===== src/shared/cmcr_pkg.sv =====
// Purpose: Shared constants for the processor main control register block.
// Assumes: 32-bit control word; bit positions fixed by the architecture.
// Notes:   Offsets here are bit positions, since the register has no bus address.
package cmcr_pkg;

  localparam int unsigned CMCR_W          = 32;
  localparam int unsigned CMCR_LOW_W      = 16;

  // Field positions of main_ctrl_reg
  localparam int unsigned BIT_PAGING_ON   = 31;
  localparam int unsigned BIT_FILL_ALLOW  = 30;
  localparam int unsigned BIT_WRITE_THRU  = 29;
  localparam int unsigned BIT_ALIGN_GATE  = 18;
  localparam int unsigned BIT_RO_GUARD    = 16;
  localparam int unsigned BIT_FPU_ROUTE   = 5;
  localparam int unsigned BIT_COPROC_TYPE = 4;
  localparam int unsigned BIT_SWITCH_FLAG = 3;
  localparam int unsigned BIT_FPU_TRAP    = 2;
  localparam int unsigned BIT_WAIT_WATCH  = 1;
  localparam int unsigned BIT_PROTECT_ON  = 0;

  // Implemented bits; all others read as zero
  localparam logic [31:0] CMCR_WR_MASK    = 32'hE005_003F;
  // Low-word loads may not touch coproc_type_bit or fpu_err_route
  localparam logic [31:0] CMCR_LOW_MASK   = 32'h0000_FFCF;
  localparam logic [31:0] CMCR_RESET      = 32'h0000_0000;

  // Error codes pushed with the general protection fault
  localparam logic [15:0] GP_CODE_MODE    = 16'h0000;
  localparam logic [15:0] GP_CODE_CACHE   = 16'h0000;
  localparam logic [15:0] GP_CODE_PRIV    = 16'h0000;

  localparam logic [7:0]  VEC_FPU_ABSENT  = 8'h07;
  localparam logic [7:0]  VEC_FPU_ERROR   = 8'h10;

  // Kind of the instruction presented to the floating point gate
  typedef enum logic [1:0] {
    CMCR_INS_FP    = 2'h0,
    CMCR_INS_CTRL  = 2'h1,
    CMCR_INS_WAIT  = 2'h2,
    CMCR_INS_OTHER = 2'h3
  } cmcr_ins_e;

  // Operating modes, one-hot
  typedef enum logic [2:0] {
    CMCR_MODE_REAL  = 3'h1,
    CMCR_MODE_PROT  = 3'h2,
    CMCR_MODE_PAGED = 3'h4
  } cmcr_mode_e;

  // Floating point error reporting state, one-hot
  typedef enum logic [2:0] {
    CMCR_FE_IDLE   = 3'h1,
    CMCR_FE_PEND   = 3'h2,
    CMCR_FE_FROZEN = 3'h4
  } cmcr_fe_e;

endpackage : cmcr_pkg


===== src/design/cmcr_ctrl.sv =====
// Purpose: Main control register, mode decode, cache policy and FPU trap gating.
// Assumes: Single core clock; pins arrive asynchronous and are filtered here.
// Notes:   Decision outputs are combinational qualifiers of same-cycle requests.
//
// Operation
// - Decode real, protected, paged protected modes
// - Paging without protection raises fault, code zero
// - Fill without write-through raises fault
// - Install fill only if allowed, pin low, cacheable
// - Reset clears fill_allow
// - Write-through sends all writes, honours invalidates
// - No write-through: hits stay local, invalidates ignored
// - Alignment faults only when align_gate set
// - ro_guard faults read-only writes at every level
// - Route bit picks vector 16 or external
// - Error pin active on every unmasked fault
// - External route: freeze unless ignore input active
// - Control instructions freeze only in the frozen state; wait does
// - Internal route: interrupt 16, ignore input disregarded
// - Task switch sets switch_flag
// - switch_flag traps floating point to vector 7
// - fpu_trap_all traps floating point, not wait
// - Wait traps only with switch_flag and wait_watch
// - Low word alias touches only bits 15..0
// - protect_on lives at bit 0
// - wait_watch at bit 1 affects wait only
// - Low word load keeps coproc_type_bit, route
// - Only privilege level 0 may access
`timescale 1ns/100ps
module cmcr_ctrl (
  input  wire logic        i_core_clk,
  input  wire logic        i_reset_n,
  input  wire logic        i_wr_full,
  input  wire logic        i_wr_low,
  input  wire logic        i_rd_full,
  input  wire logic        i_rd_low,
  input  wire logic [31:0] i_wr_data,
  input  wire logic [1:0]  i_cpl,
  output logic      [31:0] o_rd_data,
  output logic             o_rd_valid,
  output logic             o_gp_fault,
  output logic      [15:0] o_gp_err_code,
  output logic      [2:0]  o_mode,
  output logic      [31:0] o_ctrl_word,
  input  wire logic        i_miss_line,
  input  wire logic        i_fill_ok_pin_n,
  input  wire logic        i_page_uncache,
  output logic             o_fill_install,
  input  wire logic        i_write_req,
  input  wire logic        i_write_hit,
  output logic             o_write_to_bus,
  input  wire logic        i_inval_cycle,
  input  wire logic        i_inval_hit,
  output logic             o_inval_line,
  input  wire logic        i_misaligned,
  input  wire logic        i_align_flag,
  output logic             o_align_fault,
  input  wire logic        i_write_ro_page,
  output logic             o_ro_fault,
  input  wire logic        i_task_switch,
  input  wire logic        i_unmasked_fpu_fault,
  input  wire logic        i_fpu_err_clear,
  input  wire logic        i_ext_intr_taken,
  input  wire logic        i_fpu_fault_ignore_in_n,
  output logic             o_fpu_fault_out_n,
  input  wire logic        i_ins_valid,
  input  wire logic [1:0]  i_ins_kind,
  output logic             o_ins_go,
  output logic             o_fpu_absent_fault,
  output logic             o_fpu_int16,
  output logic             o_fpu_freeze,
  output logic      [7:0]  o_trap_vector
);

  logic [31:0]              ctrl;
  logic [31:0]              next_ctrl;
  logic                     wr_any;
  logic                     priv_ok;
  logic                     bad_mode;
  logic                     bad_cache;
  logic                     wr_fault;
  logic                     rd_fault;
  logic [2:0]               fill_sync;
  logic                     fill_pin_n;
  logic [2:0]               ign_sync;
  logic                     ignore_act;
  cmcr_pkg::cmcr_fe_e       fe_state;
  cmcr_pkg::cmcr_fe_e       next_fe_state;
  logic                     fe_pending;
  logic                     is_fp;
  logic                     is_wait;
  logic                     trap7;
  logic                     err_hit;

  // Shared bit pick, used for every control field that the logic reads
  function automatic logic cbit(input logic [31:0] w, input int unsigned pos);
    cbit = w[pos];
  endfunction : cbit

  // ---------------- Register access ----------------
  assign wr_any  = i_wr_full | i_wr_low;
  assign priv_ok = (i_cpl == 2'h0);

  always_comb begin
    next_ctrl = ctrl;
    if (i_wr_full) begin
      next_ctrl = i_wr_data & cmcr_pkg::CMCR_WR_MASK;
    end else if (i_wr_low) begin
      next_ctrl = (ctrl & ~cmcr_pkg::CMCR_LOW_MASK)
                | (i_wr_data & cmcr_pkg::CMCR_LOW_MASK & cmcr_pkg::CMCR_WR_MASK);
    end
  end

  assign bad_mode  = cbit(next_ctrl, cmcr_pkg::BIT_PAGING_ON)
                   & ~cbit(next_ctrl, cmcr_pkg::BIT_PROTECT_ON);
  assign bad_cache = cbit(next_ctrl, cmcr_pkg::BIT_FILL_ALLOW)
                   & ~cbit(next_ctrl, cmcr_pkg::BIT_WRITE_THRU);
  assign wr_fault  = wr_any & (~priv_ok | bad_mode | bad_cache);
  assign rd_fault  = (i_rd_full | i_rd_low) & ~priv_ok;

  // A refused load leaves the register as it was; a task switch sets
  // switch_flag and wins over a same-cycle software clear.
  always_ff @(posedge i_core_clk or negedge i_reset_n) begin
    if (!i_reset_n) begin
      ctrl <= cmcr_pkg::CMCR_RESET;
    end else begin
      if (wr_any && !wr_fault) begin
        ctrl <= next_ctrl;
      end
      if (i_task_switch) begin
        ctrl[cmcr_pkg::BIT_SWITCH_FLAG] <= 1'b1;
      end
    end
  end

  always_ff @(posedge i_core_clk or negedge i_reset_n) begin
    if (!i_reset_n) begin
      o_gp_fault    <= 1'b0;
      o_gp_err_code <= 16'h0000;
    end else begin
      o_gp_fault <= wr_fault | rd_fault;
      if (~priv_ok) begin
        o_gp_err_code <= cmcr_pkg::GP_CODE_PRIV;
      end else if (bad_mode) begin
        o_gp_err_code <= cmcr_pkg::GP_CODE_MODE;
      end else begin
        o_gp_err_code <= cmcr_pkg::GP_CODE_CACHE;
      end
    end
  end

  always_ff @(posedge i_core_clk or negedge i_reset_n) begin
    if (!i_reset_n) begin
      o_rd_data  <= 32'h0000_0000;
      o_rd_valid <= 1'b0;
    end else begin
      o_rd_valid <= (i_rd_full | i_rd_low) & priv_ok;
      if (i_rd_full && priv_ok) begin
        o_rd_data <= ctrl;
      end else if (i_rd_low && priv_ok) begin
        o_rd_data <= {16'h0000, ctrl[15:0]};
      end
    end
  end

  assign o_ctrl_word = ctrl;

  // ---------------- Mode decode ----------------
  always_comb begin
    case ({cbit(ctrl, cmcr_pkg::BIT_PAGING_ON), cbit(ctrl, cmcr_pkg::BIT_PROTECT_ON)})
      2'b01:   o_mode = cmcr_pkg::CMCR_MODE_PROT;
      2'b11:   o_mode = cmcr_pkg::CMCR_MODE_PAGED;
      default: o_mode = cmcr_pkg::CMCR_MODE_REAL;
    endcase
  end

  // ---------------- Pin filters ----------------
  // Stage 0 feeds stage 1 only; a level counts once stages 1 and 2 agree.
  always_ff @(posedge i_core_clk or negedge i_reset_n) begin
    if (!i_reset_n) begin
      fill_sync  <= 3'h7;
      fill_pin_n <= 1'b1;
    end else begin
      fill_sync <= {fill_sync[1:0], i_fill_ok_pin_n};
      if (fill_sync[1] == fill_sync[2]) begin
        fill_pin_n <= fill_sync[2];
      end
    end
  end

  always_ff @(posedge i_core_clk or negedge i_reset_n) begin
    if (!i_reset_n) begin
      ign_sync   <= 3'h7;
      ignore_act <= 1'b0;
    end else begin
      ign_sync <= {ign_sync[1:0], i_fpu_fault_ignore_in_n};
      if (ign_sync[1] == ign_sync[2]) begin
        ignore_act <= ~ign_sync[2];
      end
    end
  end

  // ---------------- Cache policy ----------------
  assign o_fill_install = i_miss_line & cbit(ctrl, cmcr_pkg::BIT_FILL_ALLOW)
                        & ~fill_pin_n & ~i_page_uncache;
  // Hits go out only with write-through; misses always do
  assign o_write_to_bus = i_write_req
                        & (~i_write_hit | cbit(ctrl, cmcr_pkg::BIT_WRITE_THRU));
  assign o_inval_line   = i_inval_cycle & i_inval_hit
                        & cbit(ctrl, cmcr_pkg::BIT_WRITE_THRU);

  // ---------------- Fault gating ----------------
  assign o_align_fault = i_misaligned & i_align_flag
                       & cbit(ctrl, cmcr_pkg::BIT_ALIGN_GATE);
  assign o_ro_fault    = i_write_ro_page
                       & (cbit(ctrl, cmcr_pkg::BIT_RO_GUARD) | (i_cpl == 2'h3));

  // ---------------- Floating point error reporting ----------------
  assign fe_pending = (fe_state != cmcr_pkg::CMCR_FE_IDLE);

  always_comb begin
    next_fe_state = fe_state;
    case (fe_state)
      cmcr_pkg::CMCR_FE_IDLE: begin
        if (i_unmasked_fpu_fault) begin
          next_fe_state = cmcr_pkg::CMCR_FE_PEND;
        end
      end
      cmcr_pkg::CMCR_FE_PEND: begin
        if (i_fpu_err_clear && !i_unmasked_fpu_fault) begin
          next_fe_state = cmcr_pkg::CMCR_FE_IDLE;
        end else if (o_fpu_freeze) begin
          next_fe_state = cmcr_pkg::CMCR_FE_FROZEN;
        end
      end
      cmcr_pkg::CMCR_FE_FROZEN: begin
        // The handler reached through the external controller unfreezes us
        if (i_ext_intr_taken || ignore_act) begin
          next_fe_state = cmcr_pkg::CMCR_FE_PEND;
        end
        if (i_fpu_err_clear && !i_unmasked_fpu_fault) begin
          next_fe_state = cmcr_pkg::CMCR_FE_IDLE;
        end
      end
      default: next_fe_state = cmcr_pkg::CMCR_FE_IDLE;
    endcase
  end

  always_ff @(posedge i_core_clk or negedge i_reset_n) begin
    if (!i_reset_n) begin
      fe_state          <= cmcr_pkg::CMCR_FE_IDLE;
      o_fpu_fault_out_n <= 1'b1;
    end else begin
      fe_state          <= next_fe_state;
      o_fpu_fault_out_n <= ~(next_fe_state != cmcr_pkg::CMCR_FE_IDLE);
    end
  end

  // ---------------- Instruction gate ----------------
  assign is_fp   = i_ins_valid & ((i_ins_kind == cmcr_pkg::CMCR_INS_FP)
                 | (i_ins_kind == cmcr_pkg::CMCR_INS_CTRL));
  assign is_wait = i_ins_valid & (i_ins_kind == cmcr_pkg::CMCR_INS_WAIT);

  assign trap7 = (is_fp & (cbit(ctrl, cmcr_pkg::BIT_FPU_TRAP)
                         | cbit(ctrl, cmcr_pkg::BIT_SWITCH_FLAG)))
               | (is_wait & cbit(ctrl, cmcr_pkg::BIT_SWITCH_FLAG)
                          & cbit(ctrl, cmcr_pkg::BIT_WAIT_WATCH));
  // Non-waiting control instructions bypass a pending error
  assign err_hit = fe_pending & ~trap7 & i_ins_valid
                 & ((i_ins_kind == cmcr_pkg::CMCR_INS_FP) | is_wait);

  assign o_fpu_absent_fault = trap7;
  assign o_fpu_int16  = err_hit & cbit(ctrl, cmcr_pkg::BIT_FPU_ROUTE);
  assign o_fpu_freeze = (err_hit & ~cbit(ctrl, cmcr_pkg::BIT_FPU_ROUTE)
                      & ~ignore_act)
                      | (fe_state == cmcr_pkg::CMCR_FE_FROZEN);
  assign o_ins_go     = i_ins_valid & ~trap7 & ~o_fpu_int16 & ~o_fpu_freeze;
  assign o_trap_vector = trap7 ? cmcr_pkg::VEC_FPU_ABSENT
                       : (o_fpu_int16 ? cmcr_pkg::VEC_FPU_ERROR : 8'h00);

  // ---------------- Checks ----------------
  chk_mode_decode: assert property (@(posedge i_core_clk) disable iff (!i_reset_n)
    (ctrl[31] && ctrl[0]) |-> (o_mode == cmcr_pkg::CMCR_MODE_PAGED))
    else $error("paged mode not decoded");
  chk_bad_mode_fault: assert property (@(posedge i_core_clk) disable iff (!i_reset_n)
    (i_wr_full && i_wr_data[31] && !i_wr_data[0] && !i_task_switch) |=> (o_gp_fault && o_gp_err_code == 16'h0000
      && ctrl == $past(ctrl)))
    else $error("paging without protection accepted");
  chk_bad_cache_fault: assert property (@(posedge i_core_clk) disable iff (!i_reset_n)
    (i_wr_full && i_wr_data[30] && !i_wr_data[29]) |=> (o_gp_fault && ctrl[30] == $past(ctrl[30])))
    else $error("invalid cache setting accepted");
  chk_fill_gate: assert property (@(posedge i_core_clk) disable iff (!i_reset_n)
    o_fill_install |-> (ctrl[30] && !i_page_uncache && !fill_pin_n))
    else $error("fill installed while disallowed");
  chk_write_hit_local: assert property (@(posedge i_core_clk) disable iff (!i_reset_n)
    (i_write_req && i_write_hit && !ctrl[29]) |-> (!o_write_to_bus && !o_inval_line))
    else $error("write hit left chip without write-through");
  chk_align_gate: assert property (@(posedge i_core_clk) disable iff (!i_reset_n)
    o_align_fault |-> ctrl[18])
    else $error("alignment fault while gated off");
  chk_fpu_fault_out_pin: assert property (@(posedge i_core_clk) disable iff (!i_reset_n)
    i_unmasked_fpu_fault |=> !o_fpu_fault_out_n)
    else $error("error pin not driven after fault");
  chk_ctrl_no_freeze: assert property (@(posedge i_core_clk) disable iff (!i_reset_n)
    (i_ins_valid && i_ins_kind == cmcr_pkg::CMCR_INS_CTRL && fe_state == cmcr_pkg::CMCR_FE_PEND
      && !trap7) |-> o_ins_go)
    else $error("control instruction frozen");
  chk_route_int16: assert property (@(posedge i_core_clk) disable iff (!i_reset_n)
    (err_hit && ctrl[5]) |-> (o_fpu_int16 && !o_fpu_freeze && o_trap_vector == 8'h10))
    else $error("internal route did not raise vector 16");
  chk_switch_set: assert property (@(posedge i_core_clk) disable iff (!i_reset_n)
    i_task_switch |=> ctrl[3])
    else $error("task switch did not set switch_flag");
  chk_wait_trap: assert property (@(posedge i_core_clk) disable iff (!i_reset_n)
    is_wait |-> (o_fpu_absent_fault == (ctrl[3] && ctrl[1])))
    else $error("wait trap decode wrong");
  chk_low_keep: assert property (@(posedge i_core_clk) disable iff (!i_reset_n)
    (i_wr_low && !i_wr_full && !i_task_switch) |=> (ctrl[31:16] == $past(ctrl[31:16])
      && ctrl[5:4] == $past(ctrl[5:4])))
    else $error("low word load touched protected bits");
  chk_priv_only: assert property (@(posedge i_core_clk) disable iff (!i_reset_n)
    ((i_wr_full || i_wr_low) && i_cpl != 2'h0 && !i_task_switch) |=> (o_gp_fault && $stable(ctrl)))
    else $error("unprivileged access accepted");
  chk_mode_prot: assert property (@(posedge i_core_clk) disable iff (!i_reset_n)
    (!ctrl[31] && ctrl[0]) |-> (o_mode == cmcr_pkg::CMCR_MODE_PROT))
    else $error("protected mode not decoded");
  chk_mode_real: assert property (@(posedge i_core_clk) disable iff (!i_reset_n)
    !ctrl[0] |-> (o_mode == cmcr_pkg::CMCR_MODE_REAL))
    else $error("real mode not decoded");
  chk_write_thru_all: assert property (@(posedge i_core_clk) disable iff (!i_reset_n)
    (i_write_req && ctrl[29]) |-> o_write_to_bus)
    else $error("write kept local under write-through");
  chk_inval_follow: assert property (@(posedge i_core_clk) disable iff (!i_reset_n)
    (i_inval_cycle && i_inval_hit) |-> (o_inval_line == ctrl[29]))
    else $error("invalidate handling wrong");
  chk_ro_guard: assert property (@(posedge i_core_clk) disable iff (!i_reset_n)
    (i_write_ro_page && (ctrl[16] || i_cpl == 2'h3)) |-> o_ro_fault)
    else $error("read-only write not faulted");
  chk_ro_allow: assert property (@(posedge i_core_clk) disable iff (!i_reset_n)
    (i_write_ro_page && !ctrl[16] && i_cpl != 2'h3) |-> !o_ro_fault)
    else $error("supervisor read-only write faulted");
  chk_trap_all: assert property (@(posedge i_core_clk) disable iff (!i_reset_n)
    (is_fp && (ctrl[2] || ctrl[3])) |-> (o_fpu_absent_fault && !o_ins_go && o_trap_vector == 8'h07))
    else $error("floating point trap 7 missing");
  chk_freeze_ext: assert property (@(posedge i_core_clk) disable iff (!i_reset_n)
    (err_hit && !ctrl[5] && !ignore_act) |-> (o_fpu_freeze && !o_ins_go))
    else $error("external route did not freeze");
  chk_ignore_go: assert property (@(posedge i_core_clk) disable iff (!i_reset_n)
    (err_hit && !ctrl[5] && ignore_act && fe_state == cmcr_pkg::CMCR_FE_PEND) |-> o_ins_go)
    else $error("ignored error still held instruction");

endmodule : cmcr_ctrl


===== config.mk =====
export PLATFORM = sky130hd
export DESIGN_NAME = cmcr_ctrl
export DESIGN_NICKNAME = d
export VERILOG_FILES = /design/src/shared/cmcr_pkg.sv /design/src/design/cmcr_ctrl.sv
export SDC_FILE = /design/constraint.sdc
export NUM_CORES = 1
export LEC_CHECK = 0
export BUFFER_PORTS_ARGS = -buffer_cell sky130_fd_sc_hd__buf_2
export CAP_MARGIN = 40
export CELL_PAD_IN_SITES_DETAIL_PLACEMENT = 1
export CELL_PAD_IN_SITES_GLOBAL_PLACEMENT = 2
export CORE_AREA = 2 2 83 117
export CTS_BUF_LIST = sky130_fd_sc_hd__clkbuf_16
export CTS_CLUSTER_SIZE = 20
export DETAILED_ROUTE_END_ITERATION = 8
export DIE_AREA = 0 0 85 119
export PLACE_DENSITY_LB_ADDON = 0.15
export SYNTH_ARGS = -nofsm -noshare
export SYNTH_HDL_FRONTEND = slang
export SYNTH_SLANG_ARGS = --single-unit

===== constraint.sdc =====
create_clock -name i_core_clk -period 2.7 [get_ports i_core_clk]
set_input_delay 0.135 -clock i_core_clk [delete_from_list [all_inputs] [get_ports i_core_clk]]
set_output_delay 0.135 -clock i_core_clk [all_outputs]
set_load 0.005 [all_outputs]

==> impl_metrics.py <==
metrics = {
    "detailed_routing": {
        "antenna_left": 0,
        "dr_wl_met2_um": 2690,
        "wl_per_cell_um": 12.8,
        "viasPerCell": 3.95,
        "vias": 1532,
        "topRoutingLayerUsed": "met4",
        "firstDrtPassIters": 4,
        "drt-initial-drc-count": 20,
        "drt-met1-wl_um": 1830,
        "drcViolationCount": 0,
        "routed_wl_um": 4980,
        "wl_met3_um": 367,
    },
    "yosys": {
        "syn_area_per_cell_um2": 10.6,
        "yosysWarnings": 0,
        "ys_ff_latch": 36,
        "seq_area_frac_synth_pct": 44.6,
        "ys_top_cells_by_area": "dfrtp_1 33%, buf_4 24%, dfstp_2 12%",
        "synth.most_common_cell": "buf_4",
        "synth_top_area_share_pct": 33.1,
        "ys.flop_type": "dfrtp_1",
        "yosys-top-cells-count": "65 x buf_4, 27 x dfrtp_1, 10 x mux2_2, 9 x dfstp_2",
        "yosys.area.top_type": "dfrtp_1",
        "synthesis.area_mm2": 0.00204,
        "yosysUniqueCellTypes": 39,
        "synthArstFlopShare_pct": 100,
        "synth_cells": 193,
        "synth-edff-count": 0,
    },
    "pwr": {
        "p_per_area_mw_per_mm2": 716,
        "ir_worst_vdd_v": 0.000255,
        "p_leak_nw": 1.31,
        "power_mw": 1.79,
    },
    "grt": {
        "grtUsageTotal_pct": 9.77,
        "grt_pass1_wl_um": 7690,
        "antenna_found_initial": 0,
        "grt_start_max_net_pins": 33,
        "grt-ovfl-total": 0,
        "grt_pass1_vias": 1500,
    },
    "sta": {
        "max_freq_mhz": 566,
        "finalHoldViolations": 0,
        "skew_ps": 7.92,
        "finalCriticalPeriod_ps": 1770,
        "fin_setup_tns_ps": 0,
        "grt_setup_unrepaired": "no",
        "setup_violations": 0,
        "min_period_over_period_pct": 65.4,
        "drv_slew": 0,
    },
    "cts": {
        "numCtsBuffers": 5,
        "clk_pin_slew_worst_paths_ps": 50,
        "clk_latency_ps": 280,
        "ctsHtreeMaxLevel": 2,
        "clockBufferDepth": 2,
        "cts_sinks": 36,
        "cts_tree": "done",
        "root_buffer": "clkbuf_16",
        "post_cts_buffers": 0,
    },
    "finish": {
        "fin_cells": 388,
        "layout.nets": 335,
        "multi_input_area_um2": 833,
        "fillers": 1076,
        "layout-drive-gt1-share_pct": 39.9,
        "seqCellArea_um2": 912,
        "syn_to_final_growth_pct": 22.6,
        "utilization_pct": 27.2,
        "diodes": 0,
    },
    "die": {
        "start_util_pct": 22.2,
        "ios": 161,
        "die_w_um": 85,
        "die_h_um": 119,
        "core-area_mm2": 0.00920,
        "rows": 42,
        "dieArea_mm2": 0.0101,
    },
    "run": {
        "maxCapViolCount": 0,
    },
    "placed_design": {
        "portBuffers": 77,
        "hpwl_um": 4020,
        "dpl.cell_count": 377,
        "gp_congestion": 0.701,
    },
    "setup_path": {
        "slowest_stage": "dfstp_2",
        "cp-end-kind": "output port",
        "startpoint_type": "register",
        "arrival_ps": 1630,
        "critPathKind": "reg -> out",
        "slowest_delay_ps": 570,
        "crit_required_ps": 2570,
        "crit_chain": "nor3b_1, nor4_1, nand3_1, o21ai_0, buf_2",
        "cp_max_fo": 6,
    },
    "min_path": {
        "hold_path.class": "in -> reg",
    },
    "status": {
        "status": "finished clean",
    },
}
state kept, by name, summed over array words and instances (netlist names):
register           flops
o_ctrl_word           11
o_rd_data             11
fe_state               3
fill_sync              3
ign_sync               3
fill_pin_n             1
ignore_act             1
o_fpu_fault_out_n      1
o_gp_fault             1
o_rd_valid             1
power by group:
group          internal, mW  total [mW]  switching, mW  leakage (nW)
Sequential            0.670       0.775          0.105         0.418
Clock                 0.337       0.554          0.218        0.0710
Combinational         0.243       0.466          0.223         0.816
Total                  1.25        1.79          0.545          1.31
final cells by class:
cell class | instances | share of cell area [%]
Clock inverter | 3 | 0.649
Timing Repair Buffer | 83 | 18.0
Tap cell | 110 | 5.49
Multi-Input combinational cell | 143 | 33.3
Sequential cell | 36 | 36.4
Clock buffer | 5 | 5.00
Inverter | 8 | 1.20
cell usage in the layout (no fill, tap or decap), types with 2 or more instances in the layout:
master / instances
a21oi_1: 4
a22o_1: 5
a22oi_1: 2
and2_1: 2
and3_1: 2
buf_2: 77
buf_4: 2
clkbuf_16: 5
conb_1: 62
dfrtp_1: 27
dfstp_2: 9
dlygate4sd3_1: 3
inv_1: 9
mux2_2: 10
mux2_4: 3
mux2i_1: 3
nand2_1: 7
nand3b_1: 3
nor2_1: 8
nor2b_1: 3
nor4_1: 4
o21ai_0: 7
final timing paths:
path	from	endpoint	slack (ps)	cells after the start
worst min register to register	fill_sync[0]	fill_sync[1]	360	0
worst max register to register	o_ctrl_word[0]	o_ctrl_word[0]	1080	4
max in group asynchronous	i_reset_n	o_fpu_fault_out_n	2000	3
min in group asynchronous	i_reset_n	o_ctrl_word[3]	220	2
worst max-delay path	fe_state[0]	o_fpu_freeze	930	5
worst min-delay path	i_unmasked_fpu_fault	fe_state[0]	80	2
metal layers:
metal / vias up / GRT usage, %
met5: - / 0
met1: 754 / 10.8
li1: 689 / -
met4: 0 / 4.27
met2: 82 / 17.9
met3: 7 / 1.73
per-stage QoR:
stage | hold slack, ps | setup WS (ps) | cell area (um2)
floorplan | -161 | 1230 | 2270
global placement | 243 | 1080 | 2310
detailed placement | -24.7 | 1070 | 2330
CTS | 75.9 | 940 | 2500
global route | 85.1 | 842 | 2500
finish | 77.4 | 934 | 2500
critical path, delay by kind of cell, from the launching register on:
kind / cells / cell delay, ps
flops: 1 / 570
simple gates: 3 / 530
buf+inv: 1 / 140
compound gates: 1 / 120
kinds of logic after synthesis:
logic type / synth area share (%)
mux: 9.19
simple gates: 9.12
fa+ha+maj: 0.490
xor+xnor: 0.429
other cells: 0.184
buf+inv: 25.8
compound gates: 10.2
flops: 44.6
what timing repair did:
item	4_1_cts	5_1_grt
hold buffers	3	0
resized for setup	0	0
endpoints found under the hold margin	29	0
Note: power is estimated with default switching activity, not from simulation.
